### config.mk
export PLATFORM = sky130hd
export DESIGN_NAME = pfd_top
export DESIGN_NICKNAME = d
export VERILOG_FILES = /design/src/rtl/pfd_top.v
export VERILOG_INCLUDE_DIRS = /design/src /design/src/rtl
export SDC_FILE = /design/constraint.sdc
export NUM_CORES = 1
export LEC_CHECK = 0
export BUFFER_PORTS_ARGS = -buffer_cell sky130_fd_sc_hd__clkbuf_2
export CAP_MARGIN = 15
export CORE_ASPECT_RATIO = 1.4
export CORE_MARGIN = 3
export CORE_UTILIZATION = 45
export CTS_CLUSTER_DIAMETER = 100
export DETAILED_ROUTE_END_ITERATION = 16
export HOLD_SLACK_MARGIN = 0.05
export PLACE_DENSITY = 0.75
export SYNTH_ARGS = -nofsm -noshare
export SYNTH_HDL_FRONTEND = slang
export SYNTH_SLANG_ARGS = --single-unit
export TNS_END_PERCENT = 1
### constraint.sdc
create_clock -name CORE_CLK -period 13.6 [get_ports CORE_CLK]
set_clock_uncertainty 0.2 [all_clocks]
set_input_delay 2.04 -clock CORE_CLK [delete_from_list [all_inputs] [get_ports CORE_CLK]]
set_output_delay 2.04 -clock CORE_CLK [all_outputs]
set_load 0.02 [all_outputs]
### src/rtl/pfd_defines.vh
// Constants for the loop-2 feedback divider and lock detector block
`ifndef PFD_DEFINES_VH
`define PFD_DEFINES_VH
`define PFD_OFS_CTRL 4'h0
`define PFD_OFS_NDIV 4'h1
`define PFD_OFS_NCAL 4'h2
`define PFD_OFS_WIN 4'h3
`define PFD_OFS_CNT1 4'h4
`define PFD_OFS_CNT2 4'h5
`define PFD_OFS_CNTH 4'h6
`define PFD_OFS_STAT 4'h7
`define PFD_AW 4
`define PFD_PRE_W 4
`define PFD_PRE_MIN 4'h2
`define PFD_PRE_MAX 4'h8
`define PFD_N_W 19
`define PFD_N_MIN 19'h00001
`define PFD_N_MAX 19'h403e7
`define PFD_PD_W 3
`define PFD_WIN_W 8
`define PFD_CNT_W 14
`define PFD_CTRL_PRE_LSB 0
`define PFD_CTRL_PD_LSB 4
`define PFD_CTRL_PATH 8
`define PFD_CTRL_EXT 9
`define PFD_CTRL_CAL 10
`define PFD_CTRL_HENTER 11
`define PFD_RST_PRE 4'h2
`define PFD_RST_PD 3'h2
`define PFD_RST_N 19'h00019
`define PFD_RST_WIN 8'h04
`define PFD_RST_CNT 14'h0400
`define PFD_DET_N 3
`endif

### src/rtl/pfd_top.v
// Loop-2 feedback divider chain and digital lock detector with AHB-Lite registers
//
// Behaviour
// - Prescaler accepts ratios two through eight
// - Feedback counter accepts ratios one to 263143
// - Normal feedback divide is prescaler times counter, optional post-divider
// - Calibration uses calibration counter, optional post-divider
// - External oscillator ignores calibration counter value
// - Three lock events with own count; holdover exit shares the loop-1 window
// - Lock after count cycles inside window
// - Window violation resets running count
// - Loop lock event asserts loop lock indication
// - Holdover exit event leaves holdover mode
//
// Implementation choices: the address map and the AHB-Lite register port.
`timescale 1ns/100ps
`include "pfd_defines.vh"

module pfd_top (
  input wire CORE_CLK,
  input wire RESETN,
  input wire HSEL,
  input wire [31:0] HADDR,
  input wire [1:0] HTRANS,
  input wire HWRITE,
  input wire [2:0] HSIZE,
  input wire [31:0] HWDATA,
  input wire HREADY,
  output wire HREADYOUT,
  output wire HRESP,
  output reg [31:0] HRDATA,
  input wire OSC_TICK,
  input wire LOOP1_REF_EDGE,
  input wire LOOP1_FB_EDGE,
  input wire LOOP2_REF_EDGE,
  output reg LOOP2_FB_EDGE,
  output reg LOOP1_LOCKED,
  output reg LOOP2_LOCKED,
  output reg HOLDOVER_MODE
);
  // Bus slave: zero wait state, always OKAY
  reg dph_wr_ff;
  reg dph_rd_ff;
  reg [`PFD_AW-1:0] dph_idx_ff;
  reg [`PFD_PRE_W-1:0] prescaler_ff;
  reg [`PFD_PD_W-1:0] post_div_ff;
  reg path_sel_ff;
  reg ext_osc_ff;
  reg cal_ff;
  reg [`PFD_N_W-1:0] fb_cnt_cfg_ff;
  reg [`PFD_N_W-1:0] cal_cnt_cfg_ff;
  reg [`PFD_WIN_W-1:0] win1_ff;
  reg [`PFD_WIN_W-1:0] win2_ff;
  reg [`PFD_CNT_W-1:0] lcnt1_ff;
  reg [`PFD_CNT_W-1:0] lcnt2_ff;
  reg [`PFD_CNT_W-1:0] hcnt_ff;
  wire addr_ok;
  wire wr_en;
  wire hold_enter;
  // No wait states: every register is a flop, so reads never stall
  assign HREADYOUT = 1'b1;
  // No error response; unmapped words are simply ignored
  assign HRESP = 1'b0;
  // Upper address bits must be zero, low bits word aligned
  assign addr_ok = (HADDR[31:5] == 27'h0000000) && (HADDR[1:0] == 2'h0);
  assign wr_en = dph_wr_ff;
  // Write-one strobe, not stored, so it always reads back zero
  assign hold_enter = wr_en && (dph_idx_ff == `PFD_OFS_CTRL) && HWDATA[`PFD_CTRL_HENTER];

  always @(posedge CORE_CLK) begin
    if (!RESETN) begin
      dph_wr_ff <= 1'b0;
      dph_rd_ff <= 1'b0;
      dph_idx_ff <= {`PFD_AW{1'b0}};
    end else begin
      dph_wr_ff <= HSEL && HREADY && HTRANS[1] && HWRITE && addr_ok;
      dph_rd_ff <= HSEL && HREADY && HTRANS[1] && !HWRITE && addr_ok;
      dph_idx_ff <= {1'b0, HADDR[4:2]};
    end
  end

  always @(posedge CORE_CLK) begin
    if (!RESETN) begin
      prescaler_ff <= `PFD_RST_PRE;
      post_div_ff <= `PFD_RST_PD;
      path_sel_ff <= 1'b0;
      ext_osc_ff <= 1'b0;
      cal_ff <= 1'b0;
      fb_cnt_cfg_ff <= `PFD_RST_N;
      cal_cnt_cfg_ff <= `PFD_RST_N;
      win1_ff <= `PFD_RST_WIN;
      win2_ff <= `PFD_RST_WIN;
      lcnt1_ff <= `PFD_RST_CNT;
      lcnt2_ff <= `PFD_RST_CNT;
      hcnt_ff <= `PFD_RST_CNT;
    end else if (wr_en) begin
      case (dph_idx_ff)
        `PFD_OFS_CTRL: begin
          prescaler_ff <= HWDATA[`PFD_CTRL_PRE_LSB +: `PFD_PRE_W];
          post_div_ff <= HWDATA[`PFD_CTRL_PD_LSB +: `PFD_PD_W];
          path_sel_ff <= HWDATA[`PFD_CTRL_PATH];
          ext_osc_ff <= HWDATA[`PFD_CTRL_EXT];
          cal_ff <= HWDATA[`PFD_CTRL_CAL];
        end
        `PFD_OFS_NDIV: fb_cnt_cfg_ff <= HWDATA[`PFD_N_W-1:0];
        `PFD_OFS_NCAL: cal_cnt_cfg_ff <= HWDATA[`PFD_N_W-1:0];
        `PFD_OFS_WIN: begin
          win1_ff <= HWDATA[`PFD_WIN_W-1:0];
          win2_ff <= HWDATA[2*`PFD_WIN_W-1:`PFD_WIN_W];
        end
        `PFD_OFS_CNT1: lcnt1_ff <= HWDATA[`PFD_CNT_W-1:0];
        `PFD_OFS_CNT2: lcnt2_ff <= HWDATA[`PFD_CNT_W-1:0];
        `PFD_OFS_CNTH: hcnt_ff <= HWDATA[`PFD_CNT_W-1:0];
        default: ;
      endcase
    end
  end

  // Read mux over registered state; unmapped words read zero
  always @* begin
    HRDATA = 32'h00000000;
    if (dph_rd_ff) begin
      case (dph_idx_ff)
        `PFD_OFS_CTRL: HRDATA = {21'h000000, cal_ff, ext_osc_ff, path_sel_ff, 1'b0,
                                 post_div_ff, prescaler_ff};
        `PFD_OFS_NDIV: HRDATA = {13'h0000, fb_cnt_cfg_ff};
        `PFD_OFS_NCAL: HRDATA = {13'h0000, cal_cnt_cfg_ff};
        `PFD_OFS_WIN: HRDATA = {16'h0000, win2_ff, win1_ff};
        `PFD_OFS_CNT1: HRDATA = {18'h00000, lcnt1_ff};
        `PFD_OFS_CNT2: HRDATA = {18'h00000, lcnt2_ff};
        `PFD_OFS_CNTH: HRDATA = {18'h00000, hcnt_ff};
        `PFD_OFS_STAT: HRDATA = {29'h00000000, HOLDOVER_MODE, LOOP2_LOCKED, LOOP1_LOCKED};
        default: HRDATA = 32'h00000000;
      endcase
    end
  end

  // Feedback divider chain: optional post-divider, prescaler, counter in series
  wire [`PFD_PRE_W-1:0] pre_ratio;
  wire [`PFD_N_W-1:0] n_sel;
  wire [`PFD_N_W-1:0] n_ratio;
  wire [`PFD_PD_W-1:0] pd_ratio;
  wire use_cal;
  wire pd_tick;
  wire pre_tick;
  wire n_tick;
  reg [`PFD_PD_W-1:0] pd_cnt_ff;
  reg [`PFD_PRE_W-1:0] pre_cnt_ff;
  reg [`PFD_N_W-1:0] n_cnt_ff;
  // Out-of-range settings are clamped rather than stalling the loop
  assign pre_ratio = (prescaler_ff < `PFD_PRE_MIN) ? `PFD_PRE_MIN :
                     (prescaler_ff > `PFD_PRE_MAX) ? `PFD_PRE_MAX : prescaler_ff;
  // External oscillator never takes the calibration count
  assign use_cal = cal_ff && !ext_osc_ff;
  assign n_sel = use_cal ? cal_cnt_cfg_ff : fb_cnt_cfg_ff;
  assign n_ratio = (n_sel < `PFD_N_MIN) ? `PFD_N_MIN :
                   (n_sel > `PFD_N_MAX) ? `PFD_N_MAX : n_sel;
  assign pd_ratio = (post_div_ff == {`PFD_PD_W{1'b0}}) ? {{(`PFD_PD_W-1){1'b0}}, 1'b1} :
                    post_div_ff;
  assign pd_tick = path_sel_ff ? (OSC_TICK && (pd_cnt_ff >= pd_ratio - 1'b1)) : OSC_TICK;
  assign pre_tick = pd_tick && (pre_cnt_ff >= pre_ratio - 1'b1);
  assign n_tick = pre_tick && (n_cnt_ff >= n_ratio - 1'b1);

  // Greater-or-equal compares let a ratio lowered mid-count end the
  // current period at once instead of wrapping the full counter
  always @(posedge CORE_CLK) begin
    if (!RESETN) begin
      pd_cnt_ff <= {`PFD_PD_W{1'b0}};
      pre_cnt_ff <= {`PFD_PRE_W{1'b0}};
      n_cnt_ff <= {`PFD_N_W{1'b0}};
      LOOP2_FB_EDGE <= 1'b0;
    end else begin
      if (OSC_TICK) begin
        pd_cnt_ff <= (!path_sel_ff || pd_tick) ? {`PFD_PD_W{1'b0}} : pd_cnt_ff + 1'b1;
      end
      if (pd_tick) begin
        pre_cnt_ff <= pre_tick ? {`PFD_PRE_W{1'b0}} : pre_cnt_ff + 1'b1;
      end
      if (pre_tick) begin
        n_cnt_ff <= n_tick ? {`PFD_N_W{1'b0}} : n_cnt_ff + 1'b1;
      end
      LOOP2_FB_EDGE <= n_tick;
    end
  end

  // Lock detectors: 0 loop-1 lock, 1 loop-2 lock, 2 holdover exit
  wire [`PFD_DET_N-1:0] det_ref;
  wire [`PFD_DET_N-1:0] det_fb;
  wire [`PFD_DET_N*`PFD_WIN_W-1:0] det_win;
  wire [`PFD_DET_N*`PFD_CNT_W-1:0] det_tgt;
  wire [`PFD_DET_N-1:0] det_lock;
  // Holdover detector shares loop-1 edges and window, own count
  assign det_ref = {LOOP1_REF_EDGE, LOOP2_REF_EDGE, LOOP1_REF_EDGE};
  assign det_fb = {LOOP1_FB_EDGE, LOOP2_FB_EDGE, LOOP1_FB_EDGE};
  assign det_win = {win1_ff, win2_ff, win1_ff};
  assign det_tgt = {hcnt_ff, lcnt2_ff, lcnt1_ff};

  genvar gi;
  generate
    for (gi = 0; gi < `PFD_DET_N; gi = gi + 1) begin : g_det
      reg pend_ff;
      reg src_fb_ff;
      reg [`PFD_WIN_W-1:0] tmr_ff;
      reg [`PFD_CNT_W-1:0] cnt_ff;
      reg nxt_pend;
      reg nxt_src_fb;
      reg [`PFD_WIN_W-1:0] nxt_tmr;
      reg [`PFD_CNT_W-1:0] nxt_cnt;
      reg good;
      reg bad;
      wire r;
      wire f;
      wire [`PFD_WIN_W-1:0] win;
      wire [`PFD_CNT_W-1:0] tgt;
      wire [`PFD_WIN_W:0] elapsed;
      assign r = det_ref[gi];
      assign f = det_fb[gi];
      assign win = det_win[gi*`PFD_WIN_W +: `PFD_WIN_W];
      assign tgt = det_tgt[gi*`PFD_CNT_W +: `PFD_CNT_W];
      // One extra bit so the timer cannot wrap at a full window
      assign elapsed = {1'b0, tmr_ff} + 1'b1;
      // Target of zero reads as locked straight away
      assign det_lock[gi] = (cnt_ff >= tgt);
      always @* begin
        nxt_pend = pend_ff;
        nxt_src_fb = src_fb_ff;
        nxt_tmr = tmr_ff;
        good = 1'b0;
        bad = 1'b0;
        if (r && f) begin
          // Coincident edges: zero error, only a zero window rejects it
          good = (win != {`PFD_WIN_W{1'b0}});
          bad = !good;
          nxt_pend = 1'b0;
        end else if (!pend_ff) begin
          if (r || f) begin
            nxt_pend = 1'b1;
            nxt_src_fb = f;
            nxt_tmr = {`PFD_WIN_W{1'b0}};
          end
        end else if ((r && src_fb_ff) || (f && !src_fb_ff)) begin
          good = (elapsed < {1'b0, win});
          bad = !good;
          nxt_pend = 1'b0;
        end else if (r || f) begin
          // Same edge twice: its partner never arrived in this cycle
          bad = 1'b1;
          nxt_src_fb = f;
          nxt_tmr = {`PFD_WIN_W{1'b0}};
        end else if (elapsed >= {1'b0, win}) begin
          bad = 1'b1;
          nxt_pend = 1'b0;
        end else begin
          nxt_tmr = elapsed[`PFD_WIN_W-1:0];
        end
        nxt_cnt = cnt_ff;
        if (bad) begin
          nxt_cnt = {`PFD_CNT_W{1'b0}};
        end else if (good && (cnt_ff < tgt)) begin
          nxt_cnt = cnt_ff + 1'b1;
        end
      end
      always @(posedge CORE_CLK) begin
        if (!RESETN) begin
          pend_ff <= 1'b0;
          src_fb_ff <= 1'b0;
          tmr_ff <= {`PFD_WIN_W{1'b0}};
          cnt_ff <= {`PFD_CNT_W{1'b0}};
        end else begin
          pend_ff <= nxt_pend;
          src_fb_ff <= nxt_src_fb;
          tmr_ff <= nxt_tmr;
          cnt_ff <= nxt_cnt;
        end
      end
    end
  endgenerate

  // Holdover exit acts on the rising edge of the third detector's lock
  // Limitation: a held lock cannot exit again until it is lost first
  reg hexit_prev_ff;
  wire hexit_event;
  assign hexit_event = det_lock[2] && !hexit_prev_ff;
  always @(posedge CORE_CLK) begin
    if (!RESETN) begin
      LOOP1_LOCKED <= 1'b0;
      LOOP2_LOCKED <= 1'b0;
      HOLDOVER_MODE <= 1'b0;
      hexit_prev_ff <= 1'b0;
    end else begin
      LOOP1_LOCKED <= det_lock[0];
      LOOP2_LOCKED <= det_lock[1];
      hexit_prev_ff <= det_lock[2];
      // Software entry wins over a simultaneous exit
      if (hold_enter) begin
        HOLDOVER_MODE <= 1'b1;
      end else if (hexit_event) begin
        HOLDOVER_MODE <= 1'b0;
      end
    end
  end
endmodule

==> metrics.yaml, run 1 <==
outcome: "completed"
worstMarginPinSlew_ps: 1030
num_rows: 73
leakagePower_nw: 5.65
cts-root-buf: "clkbuf_16"
ys_warn_count: 0
diodes: 0
synth_edf_count: 0
cts_max_path_buffers: 3
cp.arrival_ps: 6760
die_h_um: 209
maxSlewHeadroom_pct: 31.4
wl_per_cell_um: 17.8
whs_ps: 274
dpl_cell_area_um2: 13900
reg2reg_depth: 22
synth.distinct_cells: 71
min_from: "pre_cnt_ff[3]"
vias: 12600
fin_crit_ps: 6510
setup_tns_ps: 0
via_per_inst: 5.89
dp_hpwl_um: 28100
grt_pass1_vias: 11900
ctsHoldBuffers: 0
syn_area_um2: 13300
dieArea_um2: 31700
io_pins: 116
critPathLaunchType: "flop"
p_sw_mw: 0.326
grt_usage_pct: 23.1
power_mw: 1.34
synth.most_common_cell: "nand2_1"
drive_above_1_share_pct: 8.81
die_w_um: 151
post_cts_buffers: 0
seq_area_frac_synth_pct: 32.2
nFillCells: 2730
rsz0062_at_grt: "no"
ys.flop_type: "dfxtp_1"
critical_path_class: "flop to flop"
finalNonFillerCells: 2145
clk_latency_ps: 530
hp-class: "flop to flop"
cts_tree: "yes"
crit_buf_inv: 2
reg2reg_slack_ps: 7090
core_um2: 28800
clock_power_share_pct: 46.1
final_util_pct: 50.8
min_to: "pre_cnt_ff[3]"
p_comb_share_pct: 6.5
synthToLayoutAreaGrowth_pct: 9.83
setup_slack_ps: 7090
p_int_mw: 1.02
power_density_nw_per_um2: 91.9
drt_iter0_markers: 1082
grt-ovfl-total: 0
drv_slew: 0
drt-pass1-iter-count: 6
seqPwrFrac_pct: 47.4
path_delay_family: "compound AO/OA/AOI/OAI gates"
drv_cap: 0
hold-path-cell-count: 2
drt_drc_violations_left: 0
antenna_found_initial: 0
netlist_top_cells_area: "dfxtp_1, ha_1, nand2_1"
crit_top_cell: "nor2_1"
ir_worst_vdd_mv: 0.106
reg2reg_from: "ext_osc_ff"
io_buffers: 83
grt_pass1_wl_um: 60100
switching_share_pct: 24.3
wirelength_um: 38100
synth_top_cell_by_area: "dfxtp_1"
ant_nets: 0
required_ps: 13850
crit_path_cell_trace: "nand2b_1 -> buf_4 -> mux2i_1 -> a2111oi_4 -> a21oi_2 -> nor2_1 -> and3_1 -> ha_1 -> inv_1 -> a211oi_1 -> nand4b_1 -> nor2_1 -> nand4b_1 -> a2111oi_0 -> xor2_1 -> ha_1 -> nor2b_1 -> a2111oi_0 -> o21ai_0 -> o32a_1 -> a21o_1 -> nor2_1"
grt_max_degree: 62
post_cts_resized: 0
gp_congestion: 0.927
htree_levels: 1
cpPeakStageDelay_ps: 530
cts-buffers-inserted: 23
setup_violations: 0
period_share_pct: 47.9
start_util_pct: 46.2
async_reset_ff_share_pct: 0
clock_sinks: 214
netlist.area_leader.share_pct: 32.2
place_worst_setup_slack_ps: 7130
dp_cells: 2104
clk_pin_slew_ps: 60
cp-end-kind: "flop"
synth_area_per_cell_um2: 7.74
synthCells: 1718
finalNetCount: 1936
worstPathMaxFanout: 28
final_cell_area_um2: 14600
yosys_register_bits: 214
r2r-end: "n_cnt_ff[15]"
yosys-top-cells-count: "nand2_1, dfxtp_1, a21oi_1, nor2_1, ha_1"
crit_slowest_cell: "a2111oi_4"
hold_viol_final: 0
fmax_mhz: 154
[worst max-delay path by stage]
stage | depth (start not counted) | startpoint | endpoint
2_1_floorplan | 24 | cal_ff | n_cnt_ff[10]
3_3_place_gp | 22 | ext_osc_ff | n_cnt_ff[15]
3_5_place_dp | 22 | ext_osc_ff | n_cnt_ff[10]
4_1_cts | 22 | ext_osc_ff | n_cnt_ff[10]
5_1_grt | 22 | ext_osc_ff | n_cnt_ff[10]
6_report | 22 | ext_osc_ff | n_cnt_ff[15]
[per-layer routing]
layer | global-route usage [%] | routed length (µm) | vias up
li1 | - | - | 6147
met1 | 28.5 | 14700 | 5912
met2 | 39.9 | 18500 | 466
met3 | 4.02 | 3240 | 99
met4 | 8.60 | 1640 | 0
met5 | 0 | 0 | -
[kinds of logic (layout without fill, tap and decap cells)]
| family | Yosys count | count (layout) | synth area share (%) |
|---|---|---|---|
| xor+xnor | 61 | 61 | 4.02 |
| mux | 54 | 54 | 4.75 |
| fa+ha+maj | 104 | 104 | 9.79 |
| buf+inv | 179 | 217 | 5.60 |
| compound gates | 389 | 389 | 17.9 |
| flops | 214 | 214 | 32.2 |
| simple gates | 715 | 715 | 25.7 |
| other cells | 2 | 16 | 0.0565 |
[layout make-up]
class                           instances  area, µm²  share of cell area, %
Tap cell                              375        469                   3.21
Clock inverter                          7       66.3                  0.454
Timing Repair Buffer                   91        475                   3.26
Clock buffer                           34        667                   4.57
Sequential cell                       214       4290                   29.3
Inverter                               85        320                   2.19
Multi-Input combinational cell       1339       8320                   57.0
[power groups by stage]
stage	sequential [mW]	clock (mW)	combinational (mW)
final	0.636	0.619	0.0868
after global placement	0.650	0	0.0834
after detailed placement	0.650	0	0.0849
after floorplan	0.648	0	0.0583
after global routing	0.636	0.650	0.0947
after CTS	0.636	0.627	0.0853
[sequential cells by signal, indices dropped and copies added, names as in the netlist, 3 cells and up]
| signal | flops |
|---|---|
| pd_cnt_ff | 3 |
| g_det.tgt | 42 |
| prescaler_ff | 4 |
| g_det.cnt_ff | 42 |
| g_det.win | 16 |
| dph_idx_ff | 3 |
| cal_cnt_cfg_ff | 19 |
| g_det.src_fb_ff | 3 |
| g_det.tmr_ff | 24 |
| g_det.pend_ff | 3 |
| n_cnt_ff | 19 |
| fb_cnt_cfg_ff | 19 |
| pre_cnt_ff | 4 |
| post_div_ff | 3 |
[layout by cell type (no fill, tap or decap), types with 12 or more instances in the layout]
cell type,count
clkbuf_16,23
conb_1,16
a21oi_1,173
inv_1,84
o211ai_1,14
clkbuf_2,83
dfxtp_1,213
and2_1,14
nand2b_1,15
nand4_1,39
a31oi_1,12
nor3_1,30
mux2i_1,35
nor2_1,108
o21ai_0,71
or3_1,27
and3_1,25
xnor2_1,55
mux2_2,13
nor2b_1,29
nor4_1,24
nand3_1,64
ha_1,104
nand2_1,298
a21o_1,22
[worst min-delay path: stages (launching register included)]
cell and delay, ps:
dfxtp_1 320, nand2_1 60, a21oi_1 50
Power figures use the tool's default switching activity.
==> inputs of run 2 (changes only) <==
Clock period 13.6 ns to 6.2 ns, I/O delays scaled along.
==> run 2 against run 1 <==
- sequential share of layout area down 0.18 points
- maximum frequency up 14%
- setup slack worse by 6600 ps
- total power up 120%
==> metrics.yaml, run 2 (synthesized netlist as in run 1, its figures left out) <==
wl_met1_um: 15200  # +3.5%
synthToLayoutAreaGrowth_pct: 10.5
drive_above_1_share_pct: 9.81  # +1.0 points
required_ps: 6450  # -7400 ps
ant_nets: 0  # unchanged
drt_iter0_markers: 1035  # -4.3%
io_pins: 116  # unchanged
diodes: 0  # unchanged
grt_pass1_wl_um: 62100  # +3.3%
critical_path_class: "flop to flop"
die_h_um: 209  # unchanged
switching_share_pct: 24.9  # +0.57 points
clk_pin_slew_ps: 60  # about the same
via_per_inst: 5.97  # +1.4%
clock_sinks: 214  # unchanged
htree_levels: 1  # unchanged
start_util_pct: 46.2  # unchanged
grt_usage_pct: 23.7  # +0.63 points
cts_tree: "yes"
fmax_mhz: 176  # +14%
worstPathMaxFanout: 17  # -39%
maxUsedRoutingLayer: "met4"
grt-ovfl-total: 0  # unchanged
outcome: "completed"
io_buffers: 83  # unchanged
ir_worst_vdd_mv: 0.192  # +82%
cp-end-kind: "flop"
fin_crit_ps: 5690  # -820 ps
worstMarginPinSlew_ps: 1030  # +2.21 ps
final_cell_mix: "nand2_1, dfxtp_1, a21oi_1"
dr_wl_met3_um: 3120  # -3.7%
drt_drc_violations_left: 0  # unchanged
setup_tns_ps: 0  # unchanged
vias: 12900  # +2.0%
finalNonFillerCells: 2158  # +0.61%
cts-buffers-inserted: 23  # unchanged
power_mw: 2.91  # +120%
route.met2.wl_um: 18900  # +2.2%
rsz0062_at_grt: "no"
num_rows: 73  # unchanged
cp.arrival_ps: 5940  # -820 ps
cts-root-buf: "clkbuf_16"
dieArea_um2: 31700  # unchanged
wirelength_um: 38800  # +1.8%
finalNetCount: 1948  # +0.62%
final_cell_area_um2: 14700  # +0.61%
setup_violations: 0  # unchanged
dp_hpwl_um: 28500  # +1.2%
cts_max_path_buffers: 3  # unchanged
period_share_pct: 91.8  # +44 points
dp_cells: 2115  # +0.52%
drv_slew: 0  # unchanged
wl_per_cell_um: 18.0  # +1.2%
grt_pass1_vias: 12300  # +3.4%
die_w_um: 151  # unchanged
final_util_pct: 51.1  # +0.31 points
dpl_cell_area_um2: 14000  # +0.59%
critPathLaunchType: "flop"
clk_latency_ps: 530  # about the same
grt_max_degree: 61  # -1.6%
p_int_mw: 2.19  # +120%
ctsHoldBuffers: 0  # unchanged
hp-class: "flop to flop"
core_um2: 28800  # unchanged
hold_viol_final: 0  # unchanged
power_density_nw_per_um2: 198  # +120%
p_sw_mw: 0.725  # +120%
place_worst_setup_slack_ps: 171  # -6950 ps
layout_commonest_cell: "nand2_1"
drv_cap: 0  # unchanged
setup_slack_ps: 508  # -6580 ps
p_comb_share_pct: 6.6  # about the same
antenna_found_initial: 0  # unchanged
whs_ps: 274  # -0.631 ps
clock_power_share_pct: 45.5  # -0.6 points
maxSlewHeadroom_pct: 31.2  # -0.15 points
gp_congestion: 0.935  # +0.81%
seqPwrFrac_pct: 47.9  # +0.5 points
leakagePower_nw: 5.70  # +0.97%
drt-pass1-iter-count: 6  # unchanged
## run 2: final cells by class
cell class / count / area [µm²]
Tap cell: 375 / 469
Clock buffer: 32 / 659
Clock inverter: 10 / 60.1
Sequential cell: 214 / 4290
Fill cell: 2715 / 14100
Multi-Input combinational cell: 1339 / 8330
Timing Repair Buffer: 103 / 566
Inverter: 85 / 320
## run 2: power by group through the flow
stage               registers [mW]  clock network, mW  logic [mW]
global route                  1.40               1.39       0.209
CTS                           1.40               1.33       0.190
global placement              1.43                  0       0.184
floorplan                     1.42                  0       0.128
detailed placement            1.43                  0       0.189
finish                        1.40               1.32       0.193
## run 2: worst paths after layout
| check | start | end | slack (ps) | depth (start not counted) |
|---|---|---|---|---|
| worst max register to register | ext_osc_ff | n_cnt_ff[12] | 510 | 23 |
| worst max-delay path | ext_osc_ff | n_cnt_ff[12] | 510 | 23 |
| worst min register to register | pre_cnt_ff[3] | pre_cnt_ff[3] | 270 | 2 |
| worst min-delay path | pre_cnt_ff[3] | pre_cnt_ff[3] | 270 | 2 |
## run 2: routing by layer
metal  vias up  global-route usage (%)
met2       521                    40.2
met3       118                    3.76
met4         0                    9.92
li1       6167                       -
met5         -                       0
met1      6076                    29.6
## run 2: worst max-delay path, stage by stage, from the launching register on
cell       delay, ps
dfxtp_1          390
nand2b_2         290
buf_4            250
buf_4            220
mux2i_1          110
nor2b_1          160
and3_1           220
nor2_1           130
and3_1           210
ha_1             210
inv_1             50
a211oi_1         250
nand4b_1         180
nor2_1           160
nand4b_1         180
a2111oi_2        410
xor2_1           240
ha_1             270
nor2b_1          130
a2111oi_0        320
o21ai_0          140
o32a_1           380
a21o_2           340
nor2_1           150
## run 2: what timing repair did
| action | CTS | global route |
|---|---|---|
| resized for setup | 0 | 5 |
| buffers inserted | 0 | 1 |
| hold endpoints to repair | 0 | 0 |
| endpoints found under the setup margin | 0 | 20 |
